File: src/verilog/exq_pkg.sv
/*
  Constants, field layouts, register offsets and state codes for the channel
  command and exception queue block.
  Assumes a single 50 MHz clock domain and a 32-bit AXI4-Lite register bus.
*/
// Behaviour
// - command word: opcode, channel, pending flag bit 15
// - stop transmit 001 clears channel poll enable
// - mid-frame stop sends 7F, then idle/flags
// - stop transmit leaves descriptor pointer unchanged
// - stop receive 000 halts channel, keeps parameters
// - post entry at pointer, set valid, advance
// - entry with wrap bit reloads pointer base
// - only queue-mask surviving exceptions get posted
// - update event word; unmasked events raise interrupt
// - new queue entry sets global queue interrupt
// - underrun: sixteen ones abort, event bit set
// - after underrun send fill until re-armed
// - overrun marks every receiver stopped, bit 20
// - overrun sets event bit, stops storing data
// - event bits clear on write one only
// - occupied slot: flag queue overflow, drop entry
package exq_pkg;
  localparam int          CH_W     = 5;
  localparam int          NUM_CH   = 32;
  localparam int          DESC_W   = 16;
  localparam int          PTR_W    = 8;
  localparam int          EV_W     = 4;
  // register byte offsets
  localparam logic [7:0]  OFF_COMMAND = 8'h00;
  localparam logic [7:0]  OFF_EVENT   = 8'h04;
  localparam logic [7:0]  OFF_EVMASK  = 8'h08;
  localparam logic [7:0]  OFF_QBASE   = 8'h0c;
  localparam logic [7:0]  OFF_QPTR    = 8'h10;
  localparam logic [7:0]  OFF_QMASK   = 8'h14;
  localparam logic [7:0]  OFF_MODE    = 8'h18;
  localparam logic [7:0]  OFF_RXSTATE = 8'h1c;
  // field positions
  localparam int          CMD_FLAG_BIT    = 15;
  localparam int          CMD_OP_LSB      = 1;
  localparam int          CMD_CH_LSB      = 9;
  localparam int          EV_QOVF         = 0;
  localparam int          EV_GLOBAL_QUEUE_INTERRUPT         = 1;
  localparam int          EV_GUN          = 2;
  localparam int          EV_GOV          = 3;
  localparam int          ENT_V_BIT       = 15;
  localparam int          ENT_W_BIT       = 14;
  localparam int          RX_STOP_BIT     = 20;
  localparam int          MODE_POLL_BIT   = 8;
  localparam int          MODE_ENABLE_BIT = 9;
  localparam int          MODE_IDLE_BIT   = 10;
  localparam int          MODE_PTR_LSB    = 16;
  // codes and counts
  localparam logic [2:0]  OP_STOP_RX       = 3'h0;
  localparam logic [2:0]  OP_STOP_TX       = 3'h1;
  localparam logic [7:0]  ABORT_BYTE       = 8'h7f;
  localparam logic [7:0]  ONES_BYTE        = 8'hff;
  localparam logic [7:0]  IDLE_BYTE        = 8'hff;
  localparam logic [7:0]  FLAG_BYTE        = 8'h7e;
  localparam logic [7:0]  FETCH_BYTE       = 8'h00;
  localparam int          UNDERRUN_ONES    = 16;
  localparam logic [1:0]  UNDERRUN_SLOTS   = 2'(UNDERRUN_ONES / 8);
  localparam logic [1:0]  STOP_ABORT_SLOTS = 2'h1;
  localparam logic [31:0] ENTRY_BYTES      = 32'h0000_0004;
  localparam logic [1:0]  RESP_OKAY        = 2'h0;
  localparam logic [1:0]  RESP_DECERR      = 2'h3;
  // values after reset
  localparam logic [15:0] CMD_RESET    = 16'h0000;
  localparam logic [3:0]  EVMASK_RESET = 4'h0;
  localparam logic [15:0] QMASK_RESET  = 16'h0000;
  localparam logic [31:0] QBASE_RESET  = 32'h0000_0000;
  typedef enum logic [1:0] {
    P_IDLE  = 2'b00,
    P_READ  = 2'b01,
    P_WRITE = 2'b11,
    P_DONE  = 2'b10
  } post_state_type;
endpackage

File: src/verilog/exq_link.sv
/*
  Link between the top block, its queue poster and its command decoder.
  Assumes all three ends run on the same clock.
*/
interface exq_link;
  logic        exc_valid;
  logic        exc_ready;
  logic [4:0]  exc_channel;
  logic [15:0] exc_desc;
  logic        ptr_load;
  logic [31:0] ptr_value;
  logic [31:0] base;
  logic [31:0] ptr;
  logic        posted;
  logic        overflow;
  logic        mem_req;
  logic        mem_we;
  logic [31:0] mem_addr;
  logic [31:0] mem_wdata;
  logic [31:0] mem_rdata;
  logic        mem_ack;
  logic        cmd_valid;
  logic [15:0] cmd_word;
  logic        cmd_done;
  logic        stop_tx;
  logic        stop_rx;
  logic [4:0]  cmd_channel;
  modport poster (input exc_valid, exc_channel, exc_desc, ptr_load, ptr_value, base, mem_rdata, mem_ack,
                  output exc_ready, ptr, posted, overflow, mem_req, mem_we, mem_addr, mem_wdata);
  modport cmd (input cmd_valid, cmd_word, output cmd_done, stop_tx, stop_rx, cmd_channel);
endinterface

File: src/verilog/command_decoder.sv
/*
  Decodes a pending channel command into one-cycle stop pulses.
  Assumes the top clears the pending flag on the done pulse.
*/
module command_decoder (
  // clock and reset
  input  wire logic clk,
  input  wire logic rstn,
  // link to top
  exq_link.cmd      lnk
);
  typedef struct packed {
    logic                     done;
    logic                     stop_tx;
    logic                     stop_rx;
    logic [exq_pkg::CH_W-1:0] channel;
  } cmd_reg_type;
  cmd_reg_type s;
  cmd_reg_type n;
  logic [2:0]  op;
  assign op = lnk.cmd_word[exq_pkg::CMD_OP_LSB +: 3];
  always_comb begin
    n         = s;
    n.done    = 1'b0;
    n.stop_tx = 1'b0;
    n.stop_rx = 1'b0;
    if (lnk.cmd_valid && !s.done) begin
      n.done    = 1'b1;
      n.channel = lnk.cmd_word[exq_pkg::CMD_CH_LSB +: exq_pkg::CH_W];
      n.stop_tx = (op == exq_pkg::OP_STOP_TX);
      n.stop_rx = (op == exq_pkg::OP_STOP_RX);
    end
  end
  always_ff @(posedge clk or negedge rstn) begin
    if (!rstn) begin
      s <= '0;
    end else begin
      s <= n;
    end
  end
  assign lnk.cmd_done    = s.done;
  assign lnk.stop_tx     = s.stop_tx;
  assign lnk.stop_rx     = s.stop_rx;
  assign lnk.cmd_channel = s.channel;
endmodule

File: src/verilog/exception_queue.sv
/*
  Channel command handling, per-channel fill control, global error recovery
  and exception queue reporting behind an AXI4-Lite register slave.
  Assumes slot, exception and error inputs come from logic on the same clock.
*/
module exception_queue (
  // clock and reset
  input  wire logic        clk,
  input  wire logic        rstn,
  // axi4-lite write address
  input  wire logic [7:0]  s_axi_awaddr,
  input  wire logic        s_axi_awvalid,
  output logic             s_axi_awready,
  // axi4-lite write data
  input  wire logic [31:0] s_axi_wdata,
  input  wire logic [3:0]  s_axi_wstrb,
  input  wire logic        s_axi_wvalid,
  output logic             s_axi_wready,
  // axi4-lite write response
  output logic [1:0]       s_axi_bresp,
  output logic             s_axi_bvalid,
  input  wire logic        s_axi_bready,
  // axi4-lite read
  input  wire logic [7:0]  s_axi_araddr,
  input  wire logic        s_axi_arvalid,
  output logic             s_axi_arready,
  output logic [31:0]      s_axi_rdata,
  output logic [1:0]       s_axi_rresp,
  output logic             s_axi_rvalid,
  input  wire logic        s_axi_rready,
  // channel exceptions
  input  wire logic        exc_valid,
  input  wire logic [4:0]  exc_channel,
  input  wire logic [15:0] exc_desc,
  output logic             exc_ready,
  // global fifo errors
  input  wire logic        tx_underrun,
  input  wire logic        rx_overrun,
  // transmit time slots
  input  wire logic        tx_slot_valid,
  input  wire logic [4:0]  tx_slot_channel,
  input  wire logic        tx_slot_in_frame,
  input  wire logic        tx_buffer_done,
  output logic             tx_byte_valid,
  output logic [7:0]       tx_byte,
  output logic             tx_fetch,
  // receive time slots
  input  wire logic        rx_slot_valid,
  input  wire logic [4:0]  rx_slot_channel,
  output logic             rx_store,
  // queue memory port
  output logic             mem_req,
  output logic             mem_we,
  output logic [31:0]      mem_addr,
  output logic [31:0]      mem_wdata,
  input  wire logic [31:0] mem_rdata,
  input  wire logic        mem_ack,
  // host interrupt request
  output logic             host_irq
);
  localparam int N  = exq_pkg::NUM_CH;
  localparam int CW = exq_pkg::CH_W;
  localparam int EW = exq_pkg::EV_W;

  typedef struct packed {
    logic                                awready;
    logic                                wready;
    logic                                aw_have;
    logic                                w_have;
    logic [7:0]                          awaddr;
    logic [31:0]                         wdata;
    logic [3:0]                          wstrb;
    logic                                bvalid;
    logic [1:0]                          bresp;
    logic                                arready;
    logic                                rvalid;
    logic [31:0]                         rdata;
    logic [1:0]                          rresp;
    logic [15:0]                         cmd;
    logic [EW-1:0]                       ev;
    logic [EW-1:0]                       ev_mask;
    logic [exq_pkg::DESC_W-1:0]          q_mask;
    logic [31:0]                         q_base;
    logic [CW-1:0]                       sel;
    logic [N-1:0]                        poll;
    logic [N-1:0]                        enable;
    logic [N-1:0]                        idle_sel;
    logic [N-1:0]                        rx_stop;
    logic [N-1:0]                        hold;
    logic [N-1:0]                        in_frame;
    logic [N-1:0]                        ab_ones;
    logic [N-1:0][1:0]                   ab_cnt;
    logic [N-1:0][exq_pkg::PTR_W-1:0]    tx_ptr;
    logic                                tx_valid;
    logic [7:0]                          tx_byte;
    logic                                tx_fetch;
    logic                                rx_store;
    logic                                irq;
  } top_state_type;

  localparam top_state_type ST_RESET = '{cmd:     exq_pkg::CMD_RESET,
                                         ev_mask: exq_pkg::EVMASK_RESET,
                                         q_mask:  exq_pkg::QMASK_RESET,
                                         q_base:  exq_pkg::QBASE_RESET,
                                         default: '0};

  top_state_type s;
  top_state_type n;
  logic          wr_fire;

  exq_link lnk();

  queue_poster u_poster (
    .clk  (clk),
    .rstn (rstn),
    .lnk  (lnk)
  );

  command_decoder u_cmd (
    .clk  (clk),
    .rstn (rstn),
    .lnk  (lnk)
  );

  function automatic logic reg_known(input logic [7:0] a);
    reg_known = (a == exq_pkg::OFF_COMMAND) || (a == exq_pkg::OFF_EVENT) || (a == exq_pkg::OFF_EVMASK) ||
                (a == exq_pkg::OFF_QBASE) || (a == exq_pkg::OFF_QPTR) || (a == exq_pkg::OFF_QMASK) ||
                (a == exq_pkg::OFF_MODE) || (a == exq_pkg::OFF_RXSTATE);
  endfunction

  function automatic logic [31:0] merge(input logic [31:0] old, input logic [31:0] nw, input logic [3:0] strb);
    merge = old;
    for (int b = 0; b < 4; b++) begin
      if (strb[b]) begin
        merge[8*b +: 8] = nw[8*b +: 8];
      end
    end
  endfunction

  assign wr_fire       = s.aw_have && s.w_have && !s.bvalid;
  assign lnk.ptr_load  = wr_fire && (s.awaddr == exq_pkg::OFF_QPTR);
  assign lnk.ptr_value = s.wdata;
  assign lnk.base      = s.q_base;
  assign lnk.exc_valid   = exc_valid && ((exc_desc & s.q_mask) != 16'h0000);
  assign lnk.exc_desc    = exc_desc & s.q_mask;
  assign lnk.exc_channel = exc_channel;
  assign lnk.mem_rdata = mem_rdata;
  assign lnk.mem_ack   = mem_ack;
  assign lnk.cmd_valid = s.cmd[exq_pkg::CMD_FLAG_BIT];
  assign lnk.cmd_word  = s.cmd;

  always_comb begin
    logic [CW-1:0] c;
    logic [31:0]   rd;
    c          = '0;
    rd         = '0;
    n          = s;
    n.tx_valid = 1'b0;
    n.tx_fetch = 1'b0;
    n.rx_store = 1'b0;
    // pending flag drops once the decoder has acted
    if (lnk.cmd_done) begin
      n.cmd[exq_pkg::CMD_FLAG_BIT] = 1'b0;
    end
    // axi write channels
    if (s_axi_awvalid && s.awready) begin
      n.aw_have = 1'b1;
      n.awaddr  = s_axi_awaddr;
    end
    if (s_axi_wvalid && s.wready) begin
      n.w_have = 1'b1;
      n.wdata  = s_axi_wdata;
      n.wstrb  = s_axi_wstrb;
    end
    if (s.bvalid && s_axi_bready) begin
      n.bvalid = 1'b0;
    end
    if (wr_fire) begin
      n.bvalid  = 1'b1;
      n.aw_have = 1'b0;
      n.w_have  = 1'b0;
      n.bresp   = reg_known(s.awaddr) ? exq_pkg::RESP_OKAY : exq_pkg::RESP_DECERR;
      c         = s.wdata[CW-1:0];
      unique case (s.awaddr)
        exq_pkg::OFF_COMMAND: begin
          n.cmd = 16'(merge(32'(s.cmd), s.wdata, s.wstrb));
        end
        exq_pkg::OFF_EVENT: begin
          if (s.wstrb[0]) begin
            n.ev = s.ev & ~s.wdata[EW-1:0];
          end
        end
        exq_pkg::OFF_EVMASK: begin
          n.ev_mask = EW'(merge(32'(s.ev_mask), s.wdata, s.wstrb));
        end
        exq_pkg::OFF_QBASE: begin
          n.q_base = merge(s.q_base, s.wdata, s.wstrb);
        end
        exq_pkg::OFF_QMASK: begin
          n.q_mask = 16'(merge(32'(s.q_mask), s.wdata, s.wstrb));
        end
        exq_pkg::OFF_MODE: begin
          n.sel         = c;
          n.poll[c]     = s.wdata[exq_pkg::MODE_POLL_BIT];
          n.enable[c]   = s.wdata[exq_pkg::MODE_ENABLE_BIT];
          n.idle_sel[c] = s.wdata[exq_pkg::MODE_IDLE_BIT];
          n.tx_ptr[c]   = s.wdata[exq_pkg::MODE_PTR_LSB +: exq_pkg::PTR_W];
          if (s.wdata[exq_pkg::MODE_POLL_BIT]) begin
            n.hold[c] = 1'b0;
          end
        end
        exq_pkg::OFF_RXSTATE: begin
          n.sel        = c;
          n.rx_stop[c] = s.wdata[exq_pkg::RX_STOP_BIT];
        end
        default: begin
        end
      endcase
    end
    n.awready = !n.aw_have;
    n.wready  = !n.w_have;
    // axi read channel
    unique case (s_axi_araddr)
      exq_pkg::OFF_COMMAND: rd = 32'(s.cmd);
      exq_pkg::OFF_EVENT:   rd = 32'(s.ev);
      exq_pkg::OFF_EVMASK:  rd = 32'(s.ev_mask);
      exq_pkg::OFF_QBASE:   rd = s.q_base;
      exq_pkg::OFF_QPTR:    rd = lnk.ptr;
      exq_pkg::OFF_QMASK:   rd = 32'(s.q_mask);
      exq_pkg::OFF_MODE: begin
        rd                                         = 32'(s.sel);
        rd[exq_pkg::MODE_POLL_BIT]                 = s.poll[s.sel];
        rd[exq_pkg::MODE_ENABLE_BIT]               = s.enable[s.sel];
        rd[exq_pkg::MODE_IDLE_BIT]                 = s.idle_sel[s.sel];
        rd[exq_pkg::MODE_PTR_LSB +: exq_pkg::PTR_W] = s.tx_ptr[s.sel];
      end
      exq_pkg::OFF_RXSTATE: begin
        rd                       = 32'(s.sel);
        rd[exq_pkg::RX_STOP_BIT] = s.rx_stop[s.sel];
      end
      default: rd = 32'h0000_0000;
    endcase
    if (s.rvalid && s_axi_rready) begin
      n.rvalid = 1'b0;
    end
    if (s_axi_arvalid && s.arready) begin
      n.rvalid = 1'b1;
      n.rdata  = rd;
      n.rresp  = reg_known(s_axi_araddr) ? exq_pkg::RESP_OKAY : exq_pkg::RESP_DECERR;
    end
    n.arready = !n.rvalid;
    // transmit slot: abort bytes, buffer data or idle fill
    if (tx_slot_valid) begin
      c             = tx_slot_channel;
      n.tx_valid    = 1'b1;
      n.in_frame[c] = tx_slot_in_frame;
      if (s.ab_cnt[c] != 2'h0) begin
        n.ab_cnt[c] = s.ab_cnt[c] - 2'h1;
        n.tx_byte   = s.ab_ones[c] ? exq_pkg::ONES_BYTE : exq_pkg::ABORT_BYTE;
      end else if (s.poll[c] && s.enable[c] && !s.hold[c]) begin
        n.tx_fetch = 1'b1;
        n.tx_byte  = exq_pkg::FETCH_BYTE;
      end else begin
        n.tx_byte = s.idle_sel[c] ? exq_pkg::FLAG_BYTE : exq_pkg::IDLE_BYTE;
      end
    end
    // descriptor pointer moves only on a finished buffer
    if (tx_buffer_done && s.poll[tx_slot_channel] && !s.hold[tx_slot_channel]) begin
      n.tx_ptr[tx_slot_channel] = s.tx_ptr[tx_slot_channel] + 8'h01;
    end
    // receive slot
    if (rx_slot_valid) begin
      n.rx_store = !s.rx_stop[rx_slot_channel] && !rx_overrun;
    end
    // channel commands
    c = lnk.cmd_channel;
    if (lnk.stop_tx) begin
      n.poll[c] = 1'b0;
      if (s.in_frame[c]) begin
        n.ab_cnt[c]   = exq_pkg::STOP_ABORT_SLOTS;
        n.ab_ones[c]  = 1'b0;
        n.in_frame[c] = 1'b0;
      end
    end
    if (lnk.stop_rx) begin
      n.rx_stop[c] = 1'b1;
    end
    // global errors reach every channel
    for (int i = 0; i < N; i++) begin
      if (tx_underrun) begin
        n.ab_cnt[i]   = exq_pkg::UNDERRUN_SLOTS;
        n.ab_ones[i]  = 1'b1;
        n.hold[i]     = 1'b1;
        n.poll[i]     = 1'b0;
        n.in_frame[i] = 1'b0;
      end
      if (rx_overrun) begin
        n.rx_stop[i] = 1'b1;
      end
    end
    // event bits: hardware sets win over a clearing write
    if (lnk.posted) begin
      n.ev[exq_pkg::EV_GLOBAL_QUEUE_INTERRUPT] = 1'b1;
    end
    if (lnk.overflow) begin
      n.ev[exq_pkg::EV_QOVF] = 1'b1;
    end
    if (tx_underrun) begin
      n.ev[exq_pkg::EV_GUN] = 1'b1;
    end
    if (rx_overrun) begin
      n.ev[exq_pkg::EV_GOV] = 1'b1;
    end
    n.irq = |(n.ev & n.ev_mask);
  end

  always_ff @(posedge clk or negedge rstn) begin
    if (!rstn) begin
      s <= ST_RESET;
    end else begin
      s <= n;
    end
  end

  assign s_axi_awready = s.awready;
  assign s_axi_wready  = s.wready;
  assign s_axi_bresp   = s.bresp;
  assign s_axi_bvalid  = s.bvalid;
  assign s_axi_arready = s.arready;
  assign s_axi_rdata   = s.rdata;
  assign s_axi_rresp   = s.rresp;
  assign s_axi_rvalid  = s.rvalid;
  assign exc_ready     = lnk.exc_ready;
  assign tx_byte_valid = s.tx_valid;
  assign tx_byte       = s.tx_byte;
  assign tx_fetch      = s.tx_fetch;
  assign rx_store      = s.rx_store;
  assign mem_req       = lnk.mem_req;
  assign mem_we        = lnk.mem_we;
  assign mem_addr      = lnk.mem_addr;
  assign mem_wdata     = lnk.mem_wdata;
  assign host_irq      = s.irq;
endmodule

File: src/verilog/queue_poster.sv
/*
  Writes exception entries into the circular queue in external memory.
  Assumes a memory port that holds a request until a one-cycle acknowledge.
*/
module queue_poster (
  // clock and reset
  input  wire logic clk,
  input  wire logic rstn,
  // link to top
  exq_link.poster   lnk
);
  typedef struct packed {
    exq_pkg::post_state_type state;
    logic                    ready;
    logic [31:0]             ptr;
    logic [31:0]             entry;
    logic                    req;
    logic                    we;
    logic [31:0]             addr;
    logic                    posted;
    logic                    overflow;
  } post_reg_type;
  post_reg_type s;
  post_reg_type n;
  always_comb begin
    n          = s;
    n.posted   = 1'b0;
    n.overflow = 1'b0;
    if (lnk.ptr_load) begin
      n.ptr = lnk.ptr_value;
    end
    unique case (s.state)
      exq_pkg::P_IDLE: begin
        if (lnk.exc_valid && s.ready) begin
          n.entry = {lnk.exc_desc, 11'h000, lnk.exc_channel};
          n.addr  = n.ptr;
          n.req   = 1'b1;
          n.we    = 1'b0;
          n.state = exq_pkg::P_READ;
        end
      end
      exq_pkg::P_READ: begin
        if (lnk.mem_ack) begin
          if (lnk.mem_rdata[exq_pkg::ENT_V_BIT]) begin
            n.req      = 1'b0;
            n.overflow = 1'b1;
            n.state    = exq_pkg::P_IDLE;
          end else begin
            n.entry[exq_pkg::ENT_V_BIT] = 1'b1;
            n.entry[exq_pkg::ENT_W_BIT] = lnk.mem_rdata[exq_pkg::ENT_W_BIT];
            n.we                        = 1'b1;
            n.state                     = exq_pkg::P_WRITE;
          end
        end
      end
      exq_pkg::P_WRITE: begin
        if (lnk.mem_ack) begin
          n.req    = 1'b0;
          n.we     = 1'b0;
          n.posted = 1'b1;
          n.ptr    = s.entry[exq_pkg::ENT_W_BIT] ? lnk.base : s.ptr + exq_pkg::ENTRY_BYTES;
          n.state  = exq_pkg::P_DONE;
        end
      end
      exq_pkg::P_DONE: begin
        n.state = exq_pkg::P_IDLE;
      end
    endcase
    n.ready = (n.state == exq_pkg::P_IDLE);
  end
  always_ff @(posedge clk or negedge rstn) begin
    if (!rstn) begin
      s <= '0;
    end else begin
      s <= n;
    end
  end
  assign lnk.exc_ready = s.ready;
  assign lnk.ptr       = s.ptr;
  assign lnk.posted    = s.posted;
  assign lnk.overflow  = s.overflow;
  assign lnk.mem_req   = s.req;
  assign lnk.mem_we    = s.we;
  assign lnk.mem_addr  = s.addr;
  assign lnk.mem_wdata = s.entry;
endmodule
File: config.mk
export PLATFORM = sky130hd
export DESIGN_NAME = exception_queue
export DESIGN_NICKNAME = d
export VERILOG_FILES = /design/src/verilog/exq_pkg.sv /design/src/verilog/exq_link.sv /design/src/verilog/command_decoder.sv /design/src/verilog/exception_queue.sv /design/src/verilog/queue_poster.sv
export SDC_FILE = /design/constraint.sdc
export NUM_CORES = 2
export LEC_CHECK = 0
export ABC_AREA = 0
export ABC_CLOCK_PERIOD_IN_PS = 7280
export BUFFER_PORTS_ARGS = -buffer_cell sky130_fd_sc_hd__buf_2
export CORE_MARGIN = 10
export CORE_UTILIZATION = 30
export DETAILED_ROUTE_END_ITERATION = 16
export PLACE_DENSITY = 0.53
export RECOVER_POWER = 25
export SLEW_MARGIN = 10
export SYNTH_ARGS = -nofsm -noshare
export SYNTH_HDL_FRONTEND = slang
export SYNTH_SLANG_ARGS = --single-unit
File: constraint.sdc
create_clock -name clk -period 7.28 [get_ports clk]
set_clock_uncertainty 0.2 [all_clocks]
set_input_delay 0.728 -clock clk [delete_from_list [all_inputs] [get_ports clk]]
set_output_delay 0.728 -clock clk [all_outputs]
set_load 0.02 [all_outputs]
==> impl_metrics.csv <==
group,metric,value,unit
logic_synthesis,synth_edf_count,0,
timing,period_share,0.6327,
logic_synthesis,synthTopCellsByArea,"dfrtp_1 (45%), mux4_2 (9.4%), mux2_2 (7.5%)",
logic_synthesis,ys_ff_latch,815,
clocking,ctsHoldBuffers,2,
clocking,postCtsSetupBuffers,0,
routing,drt_iter0_markers,3008,
clocking,h-tree-depth,3,
die,rows,141,
power,p_leak,19.75,nW
clocking,clockBufferDepth,3,
routing,post_drt_wl_per_cell,24.81,um
logic_synthesis,synth_top_cell_by_area,"dfrtp_1",
critical_path,crit_fanout,16,
power,p_total,14.03,mW
die,start_util,0.3030,
cells_and_area,final_nets,4170,
routing,via_per_inst,5.512,
cells_and_area,multi_input_area,21900,um^2
critical_path,crit_type,"register to register",
timing,hold_ws,0.04500,ns
routing,vias,33306,
clocking,cts-root-buf,"clkbuf_16",
placement,dp_hpwl,101200,um
clocking,cts_tree,"yes",
critical_path,critical_path_arrival,4.93,ns
critical_path,endpoint_kind,"register",
routing,drc,0,
timing,setup_violations,0,
placement,port_buffers,210,
critical_path,r2r_setup_slack,2.67,ns
logic_synthesis,syn_inst,4114,
cells_and_area,drive_above_1_share,0.2268,
logic_synthesis,yosysTopAreaCellShare,0.4543,
clocking,numCtsBuffers,92,
cells_and_area,register_area,20410,um^2
critical_path,cp.required,7.60,ns
timing,fin_crit,4.606,ns
cells_and_area,nFillCells,15013,
timing,hold_viol,0,
timing,relSlewSlack,-1.085,
cells_and_area,area_delta_synth_final,10.94,%
global_routing,antenna_found_initial,7,
die,die_h,406.9,um
outcome,violations,"max-capacitance violations, max-slew violations",
logic_synthesis,synthArstFlopShare,1.000,
outcome,outcome,"finished, violations left",
timing,worstMarginPinSlew,3.128,ns
critical_path,reg2reg_depth,9,
die,ios,250,
timing,rsz0062_at_grt,"false",
critical_path,startpoint,"s[714]",
logic_synthesis,synth_flop_cell,"dfrtp_1",
min_path,hold_depth,3,
timing,tns,0,ns
logic_synthesis,yosys-top-cells-count,"dfrtp_1 (815), nand2_1 (464), mux2i_1 (325)",
timing,report.final.slew_viol_count,225,
clocking,clk_latency,0.69,ns
critical_path,reg2reg_to,"s[79]",
logic_synthesis,synth_most_common_cell,"dfrtp_1",
power,ir_drop,0.0002008,V
logic_synthesis,ys_seq_area_frac,0.4543,
routing,drt_wl_total,149900,um
clocking,clock_sinks,815,
global_routing,grt_pass1_wl,225200,um
logic_synthesis,syn_area_per_cell,10.91,um^2
min_path,hp-start,"exc_channel[2]",
routing,postRouteAntennaNets,0,
critical_path,worst_r2r_startpoint,"s[714]",
logic_synthesis,synth_warnings,0,
logic_synthesis,syn_area,44900,um^2
die,die_w,406.9,um
placement,place.gp.congestion,0.8443,
critical_path,critPathLaunchType,"register",
min_path,hold_path_class,"input pin to register",
logic_synthesis,ys_types,72,
clocking,post_cts_resized,0,
power,powerDensity,281.7,nW/um^2
die,core_region_area,148200,um^2
global_routing,grt_pass1_vias,33313,
job,maxCapViolations,4,
global_routing,overflow,0,
clocking,cts.clk_slew.worst_paths,0.06,ns
min_path,min_to,"u_poster.lnk.mem_wdata[2]",
routing,first_pass_iters,6,
global_routing,grt_start_max_net_pins,152,
die,die-area,165500,um^2
timing,fmax,217.1,MHz
global_routing,grt_usage,0.1764,
cell usage in the layout, fill, tap and decap left out, types with 10 or more instances in the layout:
cell type,Yosys,routed
nor2b_1,54,54
nor2_2,6,17
clkbuf_1,209,107
nand3_1,50,49
o21ai_1,107,107
nor4_1,21,20
nor3_1,13,10
nor3b_1,17,12
o221ai_1,10,10
mux4_2,187,187
nand4_1,31,31
clkbuf_8,0,26
a222oi_1,10,10
nand2_1,464,464
inv_1,15,15
o21ai_0,217,217
buf_2,86,127
a21o_1,102,102
a22oi_1,49,49
a211oi_1,61,61
mux2i_1,325,325
xnor2_1,14,11
and2_1,18,16
mux2_2,298,298
o22ai_1,74,74
xor2_1,15,12
nor2_1,202,191
dfrtp_1,815,810
clkinv_2,0,10
a21oi_1,202,202
and3_1,14,14
clkbuf_16,0,94
a221oi_1,105,105
or3_1,12,11
a31oi_1,11,11
buf_4,162,98
layout make-up:
type | instances | area share
Inverter | 15 | 0.001130
Clock buffer | 144 | 0.05622
Tap cell | 1930 | 0.04848
Antenna cell | 2 | 0.0001005
Clock inverter | 23 | 0.007084
Multi-Input combinational cell | 2793 | 0.4398
Sequential cell | 815 | 0.4097
Timing Repair Buffer | 320 | 0.03753
worst max path at each step:
stage | depth (start not counted) | endpoint | slack, ns
2_1_floorplan | 17 | s[330] | 2.94
3_5_place_dp | 10 | s[79] | 2.19
5_1_grt | 3 | lnk.ptr_value[10] | 2.25
4_1_cts | 10 | s[79] | 2.88
3_3_place_gp | 10 | s[79] | 2.21
6_report | 9 | s[79] | 2.67
flip-flops by register name, indices dropped and copies added (netlist names), 2 cells and up, named ones only:
signal / flops
u_cmd.lnk.cmd_channel: 5
u_poster.lnk.ptr: 32
u_poster.lnk.mem_wdata: 23
u_poster.lnk.mem_addr: 32
lnk.cmd_word: 16
lnk.ptr_value: 32
lnk.base: 32
s: 523
tx_byte: 3
s_axi_rdata: 32
u_poster.s: 2
report_power, final:
part	internal [mW]	switching [mW]	leakage, nW
logic	1.27	2.31	8.37
registers	4.97	0.567	9.82
clock network	2.92	2.00	1.56
total	9.16	4.87	19.7
routing by layer:
layer	global-route usage	part of all wire	vias to the layer above	routed length [um]
li1	-	-	14844	-
met1	0.2386	0.44	17085	65520
met2	0.2894	0.47	1155	70880
met3	0.03057	0.066	212	9900
met4	0.04963	0.024	10	3529
met5	0	0.00034	-	51
stage by stage:
| stage | instances | cell area, um^2 | setup WS [ns] | util |
|---|---|---|---|---|
| floorplan | 4122 | 44930 | 2.944 | - |
| global placement | 5871 | 46760 | 2.212 | 0.3156 |
| detailed placement | 5871 | 46760 | 2.188 | 0.3156 |
| CTS | 6040 | 49940 | 2.881 | 0.3370 |
| global route | 6041 | 49810 | 2.248 | 0.3361 |
| finish | 6042 | 49810 | 2.674 | 0.3361 |
critical path: stages (launching register included):
cell and delay, ns:
dfrtp_1 0.37, or4_1 0.58, nor3_4 0.12, clkbuf_1 0.59, and3_1 0.48, nand3b_2 0.49, nor2_2 1.00, mux2_2 0.42
nand2_1 0.06, o21ai_0 0.09
cell families after synthesis:
| kind of cell | count (synthesis) | synth area share |
|---|---|---|
| other cells | 1 | 0.00008352 |
| flops | 815 | 0.4543 |
| xor+xnor | 29 | 0.005657 |
| buf+inv | 514 | 0.06176 |
| simple gates | 979 | 0.1025 |
| compound gates | 963 | 0.1339 |
| fa+ha+maj | 3 | 0.0008361 |
| mux | 810 | 0.2410 |
Power figures use the tool's default switching activity.
